`src/design/tcc_pkg.sv`:
```
package tcc_pkg;

  // Register byte addresses on the Avalon-MM slave.
  localparam int ADDR_W = 6;
  localparam logic [5:0] OFS_CNT_LO = 6'h00;
  localparam logic [5:0] OFS_CNT_HI = 6'h04;
  localparam logic [5:0] OFS_PORT_DATA = 6'h08;
  localparam logic [5:0] OFS_PORT_DIR = 6'h0C;
  localparam logic [5:0] OFS_CTRL = 6'h10;
  localparam logic [5:0] OFS_CMP_DATA = 6'h14;
  localparam logic [5:0] OFS_CMP_DIR = 6'h18;
  localparam logic [5:0] OFS_FLAG = 6'h1C;
  localparam logic [5:0] OFS_FLAG_EN = 6'h20;

  // Control register fields.
  localparam int CTRL_RUN = 0;
  localparam int CTRL_CS = 1;
  localparam int CTRL_SYNC = 2;
  localparam int CTRL_OSC = 3;
  localparam int CTRL_PS_LSB = 4;
  localparam int CTRL_PS_MSB = 5;
  localparam logic [7:0] CTRL_MASK = 8'h3F;
  localparam logic [7:0] CTRL_RST = 8'h00;

  // Shared port: the two pins sit at bits 2:1 of the port registers.
  localparam int PORT_LSB = 1;
  localparam int PORT_MSB = 2;
  localparam logic [1:0] PORT_DIR_RST = 2'h3;
  localparam logic [1:0] PORT_DATA_RST = 2'h0;
  localparam logic CMP_DIR_RST = 1'b1;
  localparam logic FW_BIT_RST = 1'b0;

  // Count and prescaler.
  localparam logic [15:0] COUNT_MAX = 16'hFFFF;
  localparam logic [15:0] COUNT_RST = 16'h0000;
  localparam logic [2:0] PS_RST = 3'h0;

  // The instruction cycle is four periods of clk.
  localparam int CLK_HZ = 40_000_000;
  localparam int INSTR_CLKS = 4;
  localparam logic [1:0] INSTR_LAST = 2'(INSTR_CLKS - 1);

endpackage : tcc_pkg

```
`src/design/tcc_timer.sv`:
```
// Summary of operation
// - Sixteen-bit count, two bytes, read and write.
// - Wrap from all ones raises overflow.
// - Run bit starts and stops counting.
// - Timer mode counts instruction cycles.
// - Counter mode counts external rising edges.
// - Timer, synced counter, unsynced counter modes.
// - Oscillator enable forces both pins input.
// - Compare trigger clears the count.
// - Prescale field divides by one, two, four, eight.
// - Timer mode, oscillator off: pins normal I/O.
// - Clock pin input: count pin, read pin.
// - Clock pin output: firmware bit clocks count.
// - Counter mode clock port bit read rules.
// - Back to timer: pin driven from latch.
// - Oscillator mode: crystal clocks, firmware bit zero.
// - Oscillator mode: both port bits read rules.
// - Source and oscillator clear: latches drive pins.
// - Software count write beats compare trigger.
// - Compare trigger reset never sets overflow flag.
// - Overflow latched in flag, gated by enable.
`timescale 1ns/1ps
`default_nettype none

module tcc_timer (
  input wire logic clk,
  input wire logic nrst,
  input wire logic [5:0] address,
  input wire logic read,
  input wire logic write,
  input wire logic [31:0] writedata,
  input wire logic [3:0] byteenable,
  output logic [31:0] readdata,
  output logic waitrequest,
  input wire logic [1:0] pin_in,
  output logic [1:0] pin_out,
  output logic [1:0] pin_oe,
  output logic osc_run,
  input wire logic cmp_trigger,
  output logic overflow_event,
  output logic overflow_irq
);

  logic ack_q;
  logic [31:0] readdata_q;
  logic [7:0] ctrl_q;
  logic [15:0] cnt_q;
  logic [2:0] ps_q;
  logic [1:0] instr_q;
  logic [1:0] port_latch_q;
  logic [1:0] port_dir_q;
  logic fw_q;
  logic cmp_dir_q;
  logic flag_q;
  logic flag_en_q;
  logic [1:0] pin_s1_q;
  logic [1:0] pin_s2_q;
  logic lvl1_q;
  logic lvl2_q;
  logic [1:0] pin_out_q;
  logic [1:0] pin_oe_q;
  logic ovf_evt_q;
  logic irq_q;

  // Bus handshake: one wait cycle, then the access completes.
  wire req = read | write;
  wire wr_go = write & ack_q & byteenable[0];
  wire rd_load = read & ~ack_q;
  wire sel_lo = address == tcc_pkg::OFS_CNT_LO;
  wire sel_hi = address == tcc_pkg::OFS_CNT_HI;
  wire sel_pd = address == tcc_pkg::OFS_PORT_DATA;
  wire sel_pr = address == tcc_pkg::OFS_PORT_DIR;
  wire sel_ct = address == tcc_pkg::OFS_CTRL;
  wire sel_cd = address == tcc_pkg::OFS_CMP_DATA;
  wire sel_cr = address == tcc_pkg::OFS_CMP_DIR;
  wire sel_fl = address == tcc_pkg::OFS_FLAG;
  wire sel_fe = address == tcc_pkg::OFS_FLAG_EN;
  wire wr_lo = wr_go & sel_lo;
  wire wr_hi = wr_go & sel_hi;
  wire wr_cnt = wr_lo | wr_hi;
  wire [7:0] wbyte = writedata[7:0];

  // Mode decode.
  wire run = ctrl_q[tcc_pkg::CTRL_RUN];
  wire cs = ctrl_q[tcc_pkg::CTRL_CS];
  wire osc = ctrl_q[tcc_pkg::CTRL_OSC];
  wire bypass = ctrl_q[tcc_pkg::CTRL_SYNC];
  wire [1:0] ps_code = ctrl_q[tcc_pkg::CTRL_PS_MSB:tcc_pkg::CTRL_PS_LSB];
  wire fw_mode = cs & ~osc & ~cmp_dir_q;

  wire count_lvl = fw_mode ? fw_q : pin_s2_q[0];
  wire edge_fast = count_lvl & ~lvl1_q;
  wire edge_slow = lvl1_q & ~lvl2_q;
  wire ext_tick = bypass ? edge_fast : edge_slow;
  wire instr_tick = instr_q == tcc_pkg::INSTR_LAST;
  wire src_tick = cs ? ext_tick : instr_tick;

  wire [2:0] ps_limit = 3'((4'h1 << ps_code) - 4'h1);
  wire ps_done = ps_q == ps_limit;
  wire inc = run & src_tick & ps_done;
  wire trig = cmp_trigger & ~wr_cnt;
  wire ovf_set = inc & (cnt_q == tcc_pkg::COUNT_MAX) & ~wr_cnt & ~trig;

  logic [15:0] cnt_d;
  always_comb begin
    cnt_d = cnt_q;
    if (wr_cnt) begin
      if (wr_lo) begin
        cnt_d[7:0] = wbyte;
      end
      if (wr_hi) begin
        cnt_d[15:8] = wbyte;
      end
    end else if (trig) begin
      cnt_d = tcc_pkg::COUNT_RST;
    end else if (inc) begin
      cnt_d = 16'(cnt_q + 16'h0001);
    end
  end

  wire [2:0] ps_d = (trig | ~run) ? tcc_pkg::PS_RST :
    (run & src_tick) ? (ps_done ? tcc_pkg::PS_RST : 3'(ps_q + 3'h1)) : ps_q;

  wire flag_d = ovf_set | (flag_q & ~(wr_go & sel_fl & wbyte[0]));

  // Shared pin control and read-back, per pin.
  logic [1:0] port_rd;
  logic [1:0] pin_out_d;
  logic [1:0] pin_oe_d;
  genvar k;
  generate
    for (k = 0; k < 2; k++) begin : g_pin
      wire claimed = osc | ((k == 0) & cs);
      wire fw_drive = (k == 0) & fw_mode;
      assign port_rd[k] = claimed ? (port_dir_q[k] ? 1'b0 : port_latch_q[k]) :
        (port_dir_q[k] ? pin_s2_q[k] : port_latch_q[k]);
      assign pin_oe_d[k] = osc ? 1'b0 : (claimed ? fw_drive : ~port_dir_q[k]);
      assign pin_out_d[k] = fw_drive ? fw_q : port_latch_q[k];
    end
  endgenerate

  wire fw_rd = osc ? 1'b0 : ((cs & cmp_dir_q) ? pin_s2_q[0] : fw_q);

  wire [7:0] rd_mux =
    sel_lo ? cnt_q[7:0] :
    sel_hi ? cnt_q[15:8] :
    sel_pd ? {5'h00, port_rd, 1'b0} :
    sel_pr ? {5'h00, port_dir_q, 1'b0} :
    sel_ct ? (ctrl_q & tcc_pkg::CTRL_MASK) :
    sel_cd ? {7'h00, fw_rd} :
    sel_cr ? {7'h00, cmp_dir_q} :
    sel_fl ? {7'h00, flag_q} :
    sel_fe ? {7'h00, flag_en_q} : 8'h00;

  always_ff @(posedge clk or negedge nrst) begin
    if (!nrst) begin
      ack_q <= 1'b0;
      readdata_q <= 32'h00000000;
    end else begin
      ack_q <= req & ~ack_q;
      if (rd_load) begin
        readdata_q <= {24'h000000, rd_mux};
      end
    end
  end

  always_ff @(posedge clk or negedge nrst) begin
    if (!nrst) begin
      ctrl_q <= tcc_pkg::CTRL_RST;
      port_latch_q <= tcc_pkg::PORT_DATA_RST;
      port_dir_q <= tcc_pkg::PORT_DIR_RST;
      fw_q <= tcc_pkg::FW_BIT_RST;
      cmp_dir_q <= tcc_pkg::CMP_DIR_RST;
      flag_en_q <= 1'b0;
    end else begin
      if (wr_go & sel_ct) begin
        ctrl_q <= wbyte & tcc_pkg::CTRL_MASK;
      end
      if (wr_go & sel_pd) begin
        port_latch_q <= wbyte[tcc_pkg::PORT_MSB:tcc_pkg::PORT_LSB];
      end
      if (wr_go & sel_pr) begin
        port_dir_q <= wbyte[tcc_pkg::PORT_MSB:tcc_pkg::PORT_LSB];
      end
      if (wr_go & sel_cd & ~osc) begin
        fw_q <= wbyte[0];
      end
      if (wr_go & sel_cr) begin
        cmp_dir_q <= wbyte[0];
      end
      if (wr_go & sel_fe) begin
        flag_en_q <= wbyte[0];
      end
    end
  end

  always_ff @(posedge clk or negedge nrst) begin
    if (!nrst) begin
      cnt_q <= tcc_pkg::COUNT_RST;
      ps_q <= tcc_pkg::PS_RST;
      instr_q <= 2'h0;
      flag_q <= 1'b0;
      ovf_evt_q <= 1'b0;
      irq_q <= 1'b0;
    end else begin
      cnt_q <= cnt_d;
      ps_q <= ps_d;
      instr_q <= 2'(instr_q + 2'h1);
      flag_q <= flag_d;
      ovf_evt_q <= ovf_set;
      irq_q <= flag_d & flag_en_q;
    end
  end

  // Pins are synchronized by two flip-flops before any use.
  always_ff @(posedge clk or negedge nrst) begin
    if (!nrst) begin
      pin_s1_q <= 2'h0;
      pin_s2_q <= 2'h0;
      lvl1_q <= 1'b0;
      lvl2_q <= 1'b0;
      pin_out_q <= 2'h0;
      pin_oe_q <= 2'h0;
    end else begin
      pin_s1_q <= pin_in;
      pin_s2_q <= pin_s1_q;
      lvl1_q <= count_lvl;
      lvl2_q <= lvl1_q;
      pin_out_q <= pin_out_d;
      pin_oe_q <= pin_oe_d;
    end
  end

  assign readdata = readdata_q;
  assign waitrequest = req & ~ack_q;
  assign pin_out = pin_out_q;
  assign pin_oe = pin_oe_q;
  assign osc_run = osc;
  assign overflow_event = ovf_evt_q;
  assign overflow_irq = irq_q;

  a_ovf_sets_flag: assert property (@(posedge clk) disable iff (!nrst)
    ovf_set |=> flag_q && overflow_event && cnt_q == tcc_pkg::COUNT_RST)
    else $error("overflow did not set flag");

  a_trig_no_flag: assert property (@(posedge clk) disable iff (!nrst)
    cmp_trigger && !wr_cnt && !flag_q |=> !flag_q && !overflow_event)
    else $error("trigger reset set the overflow flag");

  a_trig_clears: assert property (@(posedge clk) disable iff (!nrst)
    cmp_trigger && !wr_cnt |=> cnt_q == tcc_pkg::COUNT_RST)
    else $error("trigger did not clear count");

  a_write_wins: assert property (@(posedge clk) disable iff (!nrst)
    wr_lo && cmp_trigger |=> cnt_q[7:0] == $past(wbyte))
    else $error("trigger overrode count write");

  a_stop_holds: assert property (@(posedge clk) disable iff (!nrst)
    !run && !wr_cnt && !cmp_trigger |=> $stable(cnt_q))
    else $error("count moved while stopped");

  a_timer_rate: assert property (@(posedge clk) disable iff (!nrst)
    (run && !cs && ps_code == 2'h0 && !wr_cnt && !cmp_trigger)[*5]
      |-> cnt_q != $past(cnt_q, 4))
    else $error("timer missed an instruction cycle");

  a_osc_pins_in: assert property (@(posedge clk) disable iff (!nrst)
    osc |=> pin_oe == 2'h0)
    else $error("pin driven in oscillator mode");

  a_fw_drives: assert property (@(posedge clk) disable iff (!nrst)
    fw_mode |=> pin_oe[0] && pin_out[0] == $past(fw_q))
    else $error("firmware bit not on clock pin");

  a_latch_drives: assert property (@(posedge clk) disable iff (!nrst)
    !cs && !osc |=> pin_oe == ~$past(port_dir_q) && pin_out == $past(port_latch_q))
    else $error("pins not driven from latches");

  a_div_eight: assert property (@(posedge clk) disable iff (!nrst)
    inc && ps_code == 2'h3 |-> ps_q == 3'h7)
    else $error("divide by eight counted early");

  a_ctrl_rsvd: assert property (@(posedge clk) disable iff (!nrst)
    rd_load && sel_ct |=> readdata[7:6] == 2'h0 && readdata[31:8] == 24'h000000)
    else $error("reserved control bits not zero");

endmodule : tcc_timer

`default_nettype wire

```
`config.mk`:
```
export PLATFORM = sky130hd
export DESIGN_NAME = tcc_timer
export DESIGN_NICKNAME = d
export VERILOG_FILES = /design/src/design/tcc_pkg.sv /design/src/design/tcc_timer.sv
export SDC_FILE = /design/constraint.sdc
export NUM_CORES = 1
export LEC_CHECK = 0
export BUFFER_PORTS_ARGS = -buffer_cell sky130_fd_sc_hd__clkbuf_2
export CORE_ASPECT_RATIO = 1.1
export CORE_MARGIN = 10
export CORE_UTILIZATION = 30
export CTS_CLUSTER_SIZE = 16
export DETAILED_ROUTE_END_ITERATION = 8
export GPL_ROUTABILITY_DRIVEN = 0
export PLACE_DENSITY = 0.57
export SYNTH_ARGS = -nofsm -noshare
export SYNTH_HDL_FRONTEND = slang
export SYNTH_SLANG_ARGS = --single-unit
```
`constraint.sdc`:
```
create_clock -name clk -period 2 [get_ports clk]
set_input_delay 0.1 -clock clk [delete_from_list [all_inputs] [get_ports clk]]
set_output_delay 0.1 -clock clk [all_outputs]
set_load 0.02 [all_outputs]
```
After elaboration in Yosys (flattened, before gate mapping)
Cells that the tools add are included.
{"block": "totals", "word_cells": 120, "out_inout_bits": 40, "regBits": 56}
{"block": "classes", "add_sub_neg": 4, "shift": 1, "n_reduce_logical": 5, "bitwise_logic": 44, "n_eq_ne": 13, "n_mux": 32}
{"operator": "$mux 16", "count": 3}
{"operator": "$mux 8", "count": 4}
{"operator": "$and 1x1->1", "count": 28}
{"operator": "$eq 6x5->1 const B", "count": 4}
{"operator": "$mux 1", "count": 19}
{"operator": "$mux 6", "count": 3}
{"operator": "$add 16x1->16 const B", "count": 1}
{"operator": "$eq 16x16->1 const B", "count": 1}
{"operator": "$eq 6x4->1 const B", "count": 2}
{"operator": "$not 1->1", "count": 11}
{"operator": "$mux 3", "count": 3}
{"operator": "$eq 6x3->1 const B", "count": 1}
{"operator": "$eq 6x6->1 const B", "count": 1}
{"operator": "$logic_not 6->1", "count": 1}
{"operator": "$or 1x1->1", "count": 5}
{"operator": "$ne 2x2->1 const B", "count": 2}
{"operator": "$reduce_and 2->1", "count": 2}
{"operator": "$add 3x1->3 const B", "count": 1}
{"operator": "$eq 3x3->1", "count": 1}
{"operator": "$reduce_bool 3->1", "count": 1}
{"operator": "$shl 1x2->3 const A", "count": 1}
{"operator": "$sub 3x1->3 const B", "count": 1}
{"operator": "$add 2x1->2 const B", "count": 1}
{"operator": "$eq 2x2->1 const B", "count": 1}
{"operator": "$reduce_bool 2->1", "count": 1}

Logic depth before layout (Yosys ltp)
{"block": "depth", "ltp_word": 14, "ltp_mapped": 8, "ltp_nobuf": 7}

Least setup slack after synthesis
Ideal clock, no wire load.
{"block": "synth_timing", "kind": "register -> register", "start": "register ctrl_q[3]", "end": "register cnt_q[15]", "arrival_ns": 2.147, "period_less_slack_ns": 2.281, "slack_ns": -0.281, "setup_ns": 0.135, "stages_incl_launch_ff": 9, "path_buffers": 2, "path_cell_list": "dfrtp_1 > buf_2 > nor3b_2 > mux2_4 > a21oi_2 > buf_6 > or4_2 > o211ai_1 > o211ai_1"}
{"block": "synth_between", "elab_chain_len": 11}
{"element": "start: declaration", "line": "tcc_timer.sv:46", "rtl": "logic [7:0] ctrl_q;"}
{"element": "start signal: assignment", "line": "tcc_timer.sv:169", "rtl": "ctrl_q <= tcc_pkg::CTRL_RST;"}
{"element": "start signal: assignment", "line": "tcc_timer.sv:177", "rtl": "ctrl_q <= wbyte & tcc_pkg::CTRL_MASK;"}
{"element": "$not 1->1", "line": "tcc_timer.sv:89", "rtl": "wire fw_mode = cs & ~osc & ~cmp_dir_q;"}
{"element": "$and 1x1->1 (2 in a row)", "line": "tcc_timer.sv:89"}
{"element": "$mux 1", "line": "tcc_timer.sv:91", "rtl": "wire count_lvl = fw_mode ? fw_q : pin_s2_q[0];"}
{"element": "via count_lvl", "line": "tcc_timer.sv:91"}
{"element": "$and 1x1->1", "line": "tcc_timer.sv:92", "rtl": "wire edge_fast = count_lvl & ~lvl1_q;"}
{"element": "$mux 1", "line": "tcc_timer.sv:94", "rtl": "wire ext_tick = bypass ? edge_fast : edge_slow;"}
{"element": "$mux 1", "line": "tcc_timer.sv:96", "rtl": "wire src_tick = cs ? ext_tick : instr_tick;"}
{"element": "$and 1x1->1 (2 in a row)", "line": "tcc_timer.sv:100", "rtl": "wire inc = run & src_tick & ps_done;"}
{"element": "$reduce_bool 3->1 (no line)"}
{"element": "$reduce_and 2->1 (no line)"}
{"element": "end signal: assignment", "line": "tcc_timer.sv:199", "rtl": "cnt_q <= tcc_pkg::COUNT_RST;"}
{"element": "end signal: assignment", "line": "tcc_timer.sv:206", "rtl": "cnt_q <= cnt_d;"}
{"element": "end: declaration", "line": "tcc_timer.sv:47", "rtl": "logic [15:0] cnt_q;"}
The timed path passes the listed nets, and every way through them passes these cells.
A chain may end at the register's enable or synchronous reset.

Final worst setup path
{"block": "layout_timing", "start": "register ctrl_q[5]", "end": "register cnt_q[12]"}
{"block": "layout_between", "elab_chain_len": 6}
{"element": "$shl 1x2->3", "line": "tcc_timer.sv:98", "rtl": "wire [2:0] ps_limit = 3'((4'h1 << ps_code) - 4'h1);"}
{"element": "$sub 3x1->3", "line": "tcc_timer.sv:98"}
{"element": "$eq 3x3->1", "line": "tcc_timer.sv:99", "rtl": "wire ps_done = ps_q == ps_limit;"}
{"element": "$and 1x1->1", "line": "tcc_timer.sv:100"}
{"element": "$reduce_bool 3->1 (no line)"}
{"element": "$reduce_and 2->1 (no line)"}
No other way between the ends.

==> metrics.cfg <==
[clock_network]
cts-root-buf = clkbuf_16
cts_buffer_depth = 2
cts_buffers = 5
clkTransAtPathRegs_ps = 80
cts.sinks = 56
insertion_delay_ps = 290
htree_num_levels = 2
cts_tree = built

[worst_setup_path]
critical_path_class = flop to flop
crit_end = cnt_q[12]
r2r_end = cnt_q[12]
end_kind = flop
rrSetupSlack_ps = -60
cp.required_ps = 2180
cp-start-kind = flop
rr_worst_depth = 6
crit_arrival_ps = 2240
startpoint = ctrl_q[5]
cp_max_fo = 5
r2r-start = ctrl_q[5]

[die]
num_io_pins = 89
initial_core_util_pct = 31.0
core_area_mm2 = 0.0105
die-width_um = 120
row_count = 39
chipHeight_um = 130
die_area_mm2 = 0.0155

[pwr]
p_comb_share_pct = 13.3
powerDensity_mw_per_mm2 = 602
peakVddDrop_v = 0.000402
power_frac_clock_pct = 39.4
seq_power_share_pct = 47.3
p_switching_w = 0.000640
sw_frac_of_total_pct = 25.4
leakage_nw = 1.92
intPower_w = 0.00188

[routing]
drc = 0
dr.pass1.iters = 4
vias = 2925
drtAntennaViolNets = 0
via_per_inst = 5.07
wl_per_cell_um = 16.0
wirelength_um = 9210
drt_iter0_drc = 156

[sta]
max_slew.worst_pin.slew_ps = 632
slew_headroom_pct = 57.9
hold_violations = 0
layout_min_cycle_time_ps = 2060
skew_ps = 8.08
finalSetupViolCount = 2
rsz0062_at_grt = yes
worst_slack_ps = -64.6
final.period_utilization_pct = 103
fmax_mhz = 484
finalMaxSlewViolations = 0

[logic_synthesis]
async_reset_ff_share_pct = 100
synth_cells = 343
syn_area_mm2 = 0.00327
synth_warnings = 0
synth_area_per_cell_um2 = 9.54
ys_seq_area_share_pct = 43.0
synth.distinct_cells = 66
synth_ff_type = dfrtp_1
synth_seq_cells = 56
synth_edf_count = 0

[layout]
stdcell_count = 577
fill_cells = 1085
num-nets-final = 485
syn2layout_area_growth_pct = 28.3
final_cell_area_mm2 = 0.00420
layout-drive-gt1-share_pct = 33.6
regArea_mm2 = 0.00141
multi_input_area_mm2 = 0.00172
diodes = 0

[placement]
hpwl_um = 7310
post_dp_cell_area_mm2 = 0.00389
numPortBuffers = 37
dp.cells = 562

[job]
cap_violations = 0

[grt]
grtUsageTotal_pct = 11.9
first_global_vias = 2964
grt_pass1_wl_um = 15300
grt-ovfl-total = 0
grt_max_degree = 35
antenna_found_initial = 0

[run_status]
violations = setup timing
run_status = finished, violations left

[worst_hold_path]
hp-class = input port to flop

layer usage:
metal,vias to the layer above,wire length [um],global-route usage (%)
met3,11,556,2.95
met5,-,0,0
met1,1424,4120,15.8
met4,0,141,2.77
met2,95,4390,19.2
li1,1395,-,-
registers in the layout (all words and copies together), names as in the netlist:
signal          count
cnt_q              16
readdata            8
ctrl_q              6
ps_q                3
instr_q             2
pin_oe              2
pin_out             2
pin_s1_q            2
pin_s2_q            2
port_dir_q          2
port_latch_q        2
ack_q               1
cmp_dir_q           1
flag_en_q           1
flag_q              1
fw_q                1
lvl1_q              1
lvl2_q              1
overflow_event      1
overflow_irq        1
layout by cell type, fill, tap and decap left out, types with 5 or more instances in the layout:
cell,count
buf_4,52
nor2_1,18
conb_1,24
o21ai_0,20
nand2_1,39
clkbuf_2,37
mux2_2,13
clkbuf_16,5
a32o_1,5
o211ai_1,8
a21oi_1,16
dfrtp_1,52
inv_1,9
o31ai_1,5
buf_6,5
or3_1,5
nor3_1,9
nand3_1,13
cell type report:
cell class	count	area share, %
tap	143	4.26
sequential	56	33.5
inverter	10	0.894
clock buffer	5	2.98
multi-input combinational	262	41.1
timing repair buffer	98	16.2
clock inverter	3	1.01
repair_timing:
item,CTS,global route
pin swaps,8,12
resized for setup,5,15
hold buffers,3,0
endpoints found under the setup margin,10,13
setup buffers,2,2
hold endpoints to repair,24,0
how the worst min path moves through the flow:
stage | startpoint | end | slack, ps | depth (start not counted)
after floorplan | nrst | ack_q | -200 | 0
after global routing | writedata[4] | ctrl_q[4] | 60 | 2
after global placement | nrst | ack_q | 150 | 1
after CTS | writedata[4] | ctrl_q[4] | 50 | 2
after detailed placement | nrst | ack_q | 150 | 1
final | writedata[4] | ctrl_q[4] | 60 | 2
synth_stat cells, drive strengths merged, types with 4 or more instances:
master  count  area (um^2)
nor3       10         55.1
o311a       4         40.0
a32o        5         50.1
o31ai       5         37.5
buf        33          248
or4         4         35.0
nor3b       4         35.0
nor4        5         31.3
mux2       15          173
nand3      13         65.1
clkbuf      5         18.8
inv         9         33.8
a21oi      20          115
or3         6         37.5
nand2      39          146
nand4       4         25.0
o21ai      24          146
or2         4         25.0
o211ai      8         60.1
nor2       21         81.3
a21o        4         30.0
dfrtp      53         1330
logic make-up after synthesis:
logic type | Yosys count | share of synthesized area (%)
multiplexers | 16 | 5.59
buffers and inverters | 48 | 9.30
adder cells (fa/ha/maj) | 3 | 1.15
AO/OA/AOI/OAI | 94 | 20.9
flip-flops | 56 | 43.0
other | 1 | 0.115
AND/OR/NAND/NOR | 124 | 19.7
XOR/XNOR | 1 | 0.268
stage by stage:
step / setup TNS [ps] / util [%] / power, W / setup slack, ps / hold WS [ps]
after floorplan: -114 / - / 0.00142 / -52.3 / -196
after global placement: -720 / 36.9 / 0.00153 / -116 / 148
after detailed placement: -977 / 36.9 / 0.00153 / -134 / 151
after CTS: -110 / 39.2 / 0.00255 / -57.7 / 53.8
after global routing: -493 / 39.8 / 0.00265 / -138 / 62.3
final: -111 / 39.8 / 0.00252 / -64.6 / 57.9
power groups by stage:
stage                     logic [W]  clock network [W]  registers (W)
after floorplan            0.000190                  0        0.00123
after global placement     0.000318                  0        0.00121
after detailed placement   0.000319                  0        0.00122
after CTS                  0.000331            0.00103        0.00119
after global routing       0.000371            0.00108        0.00120
final                      0.000337           0.000995        0.00119
worst max-delay path: stages, from the launching register on:
cell and delay [ps]:
dfrtp_1 370, or3_1 380, a21oi_2 150, nor2_2 70, or2_4 290, or4_1 470, a32o_1 240
Note: power is estimated with default switching activity, not from simulation.
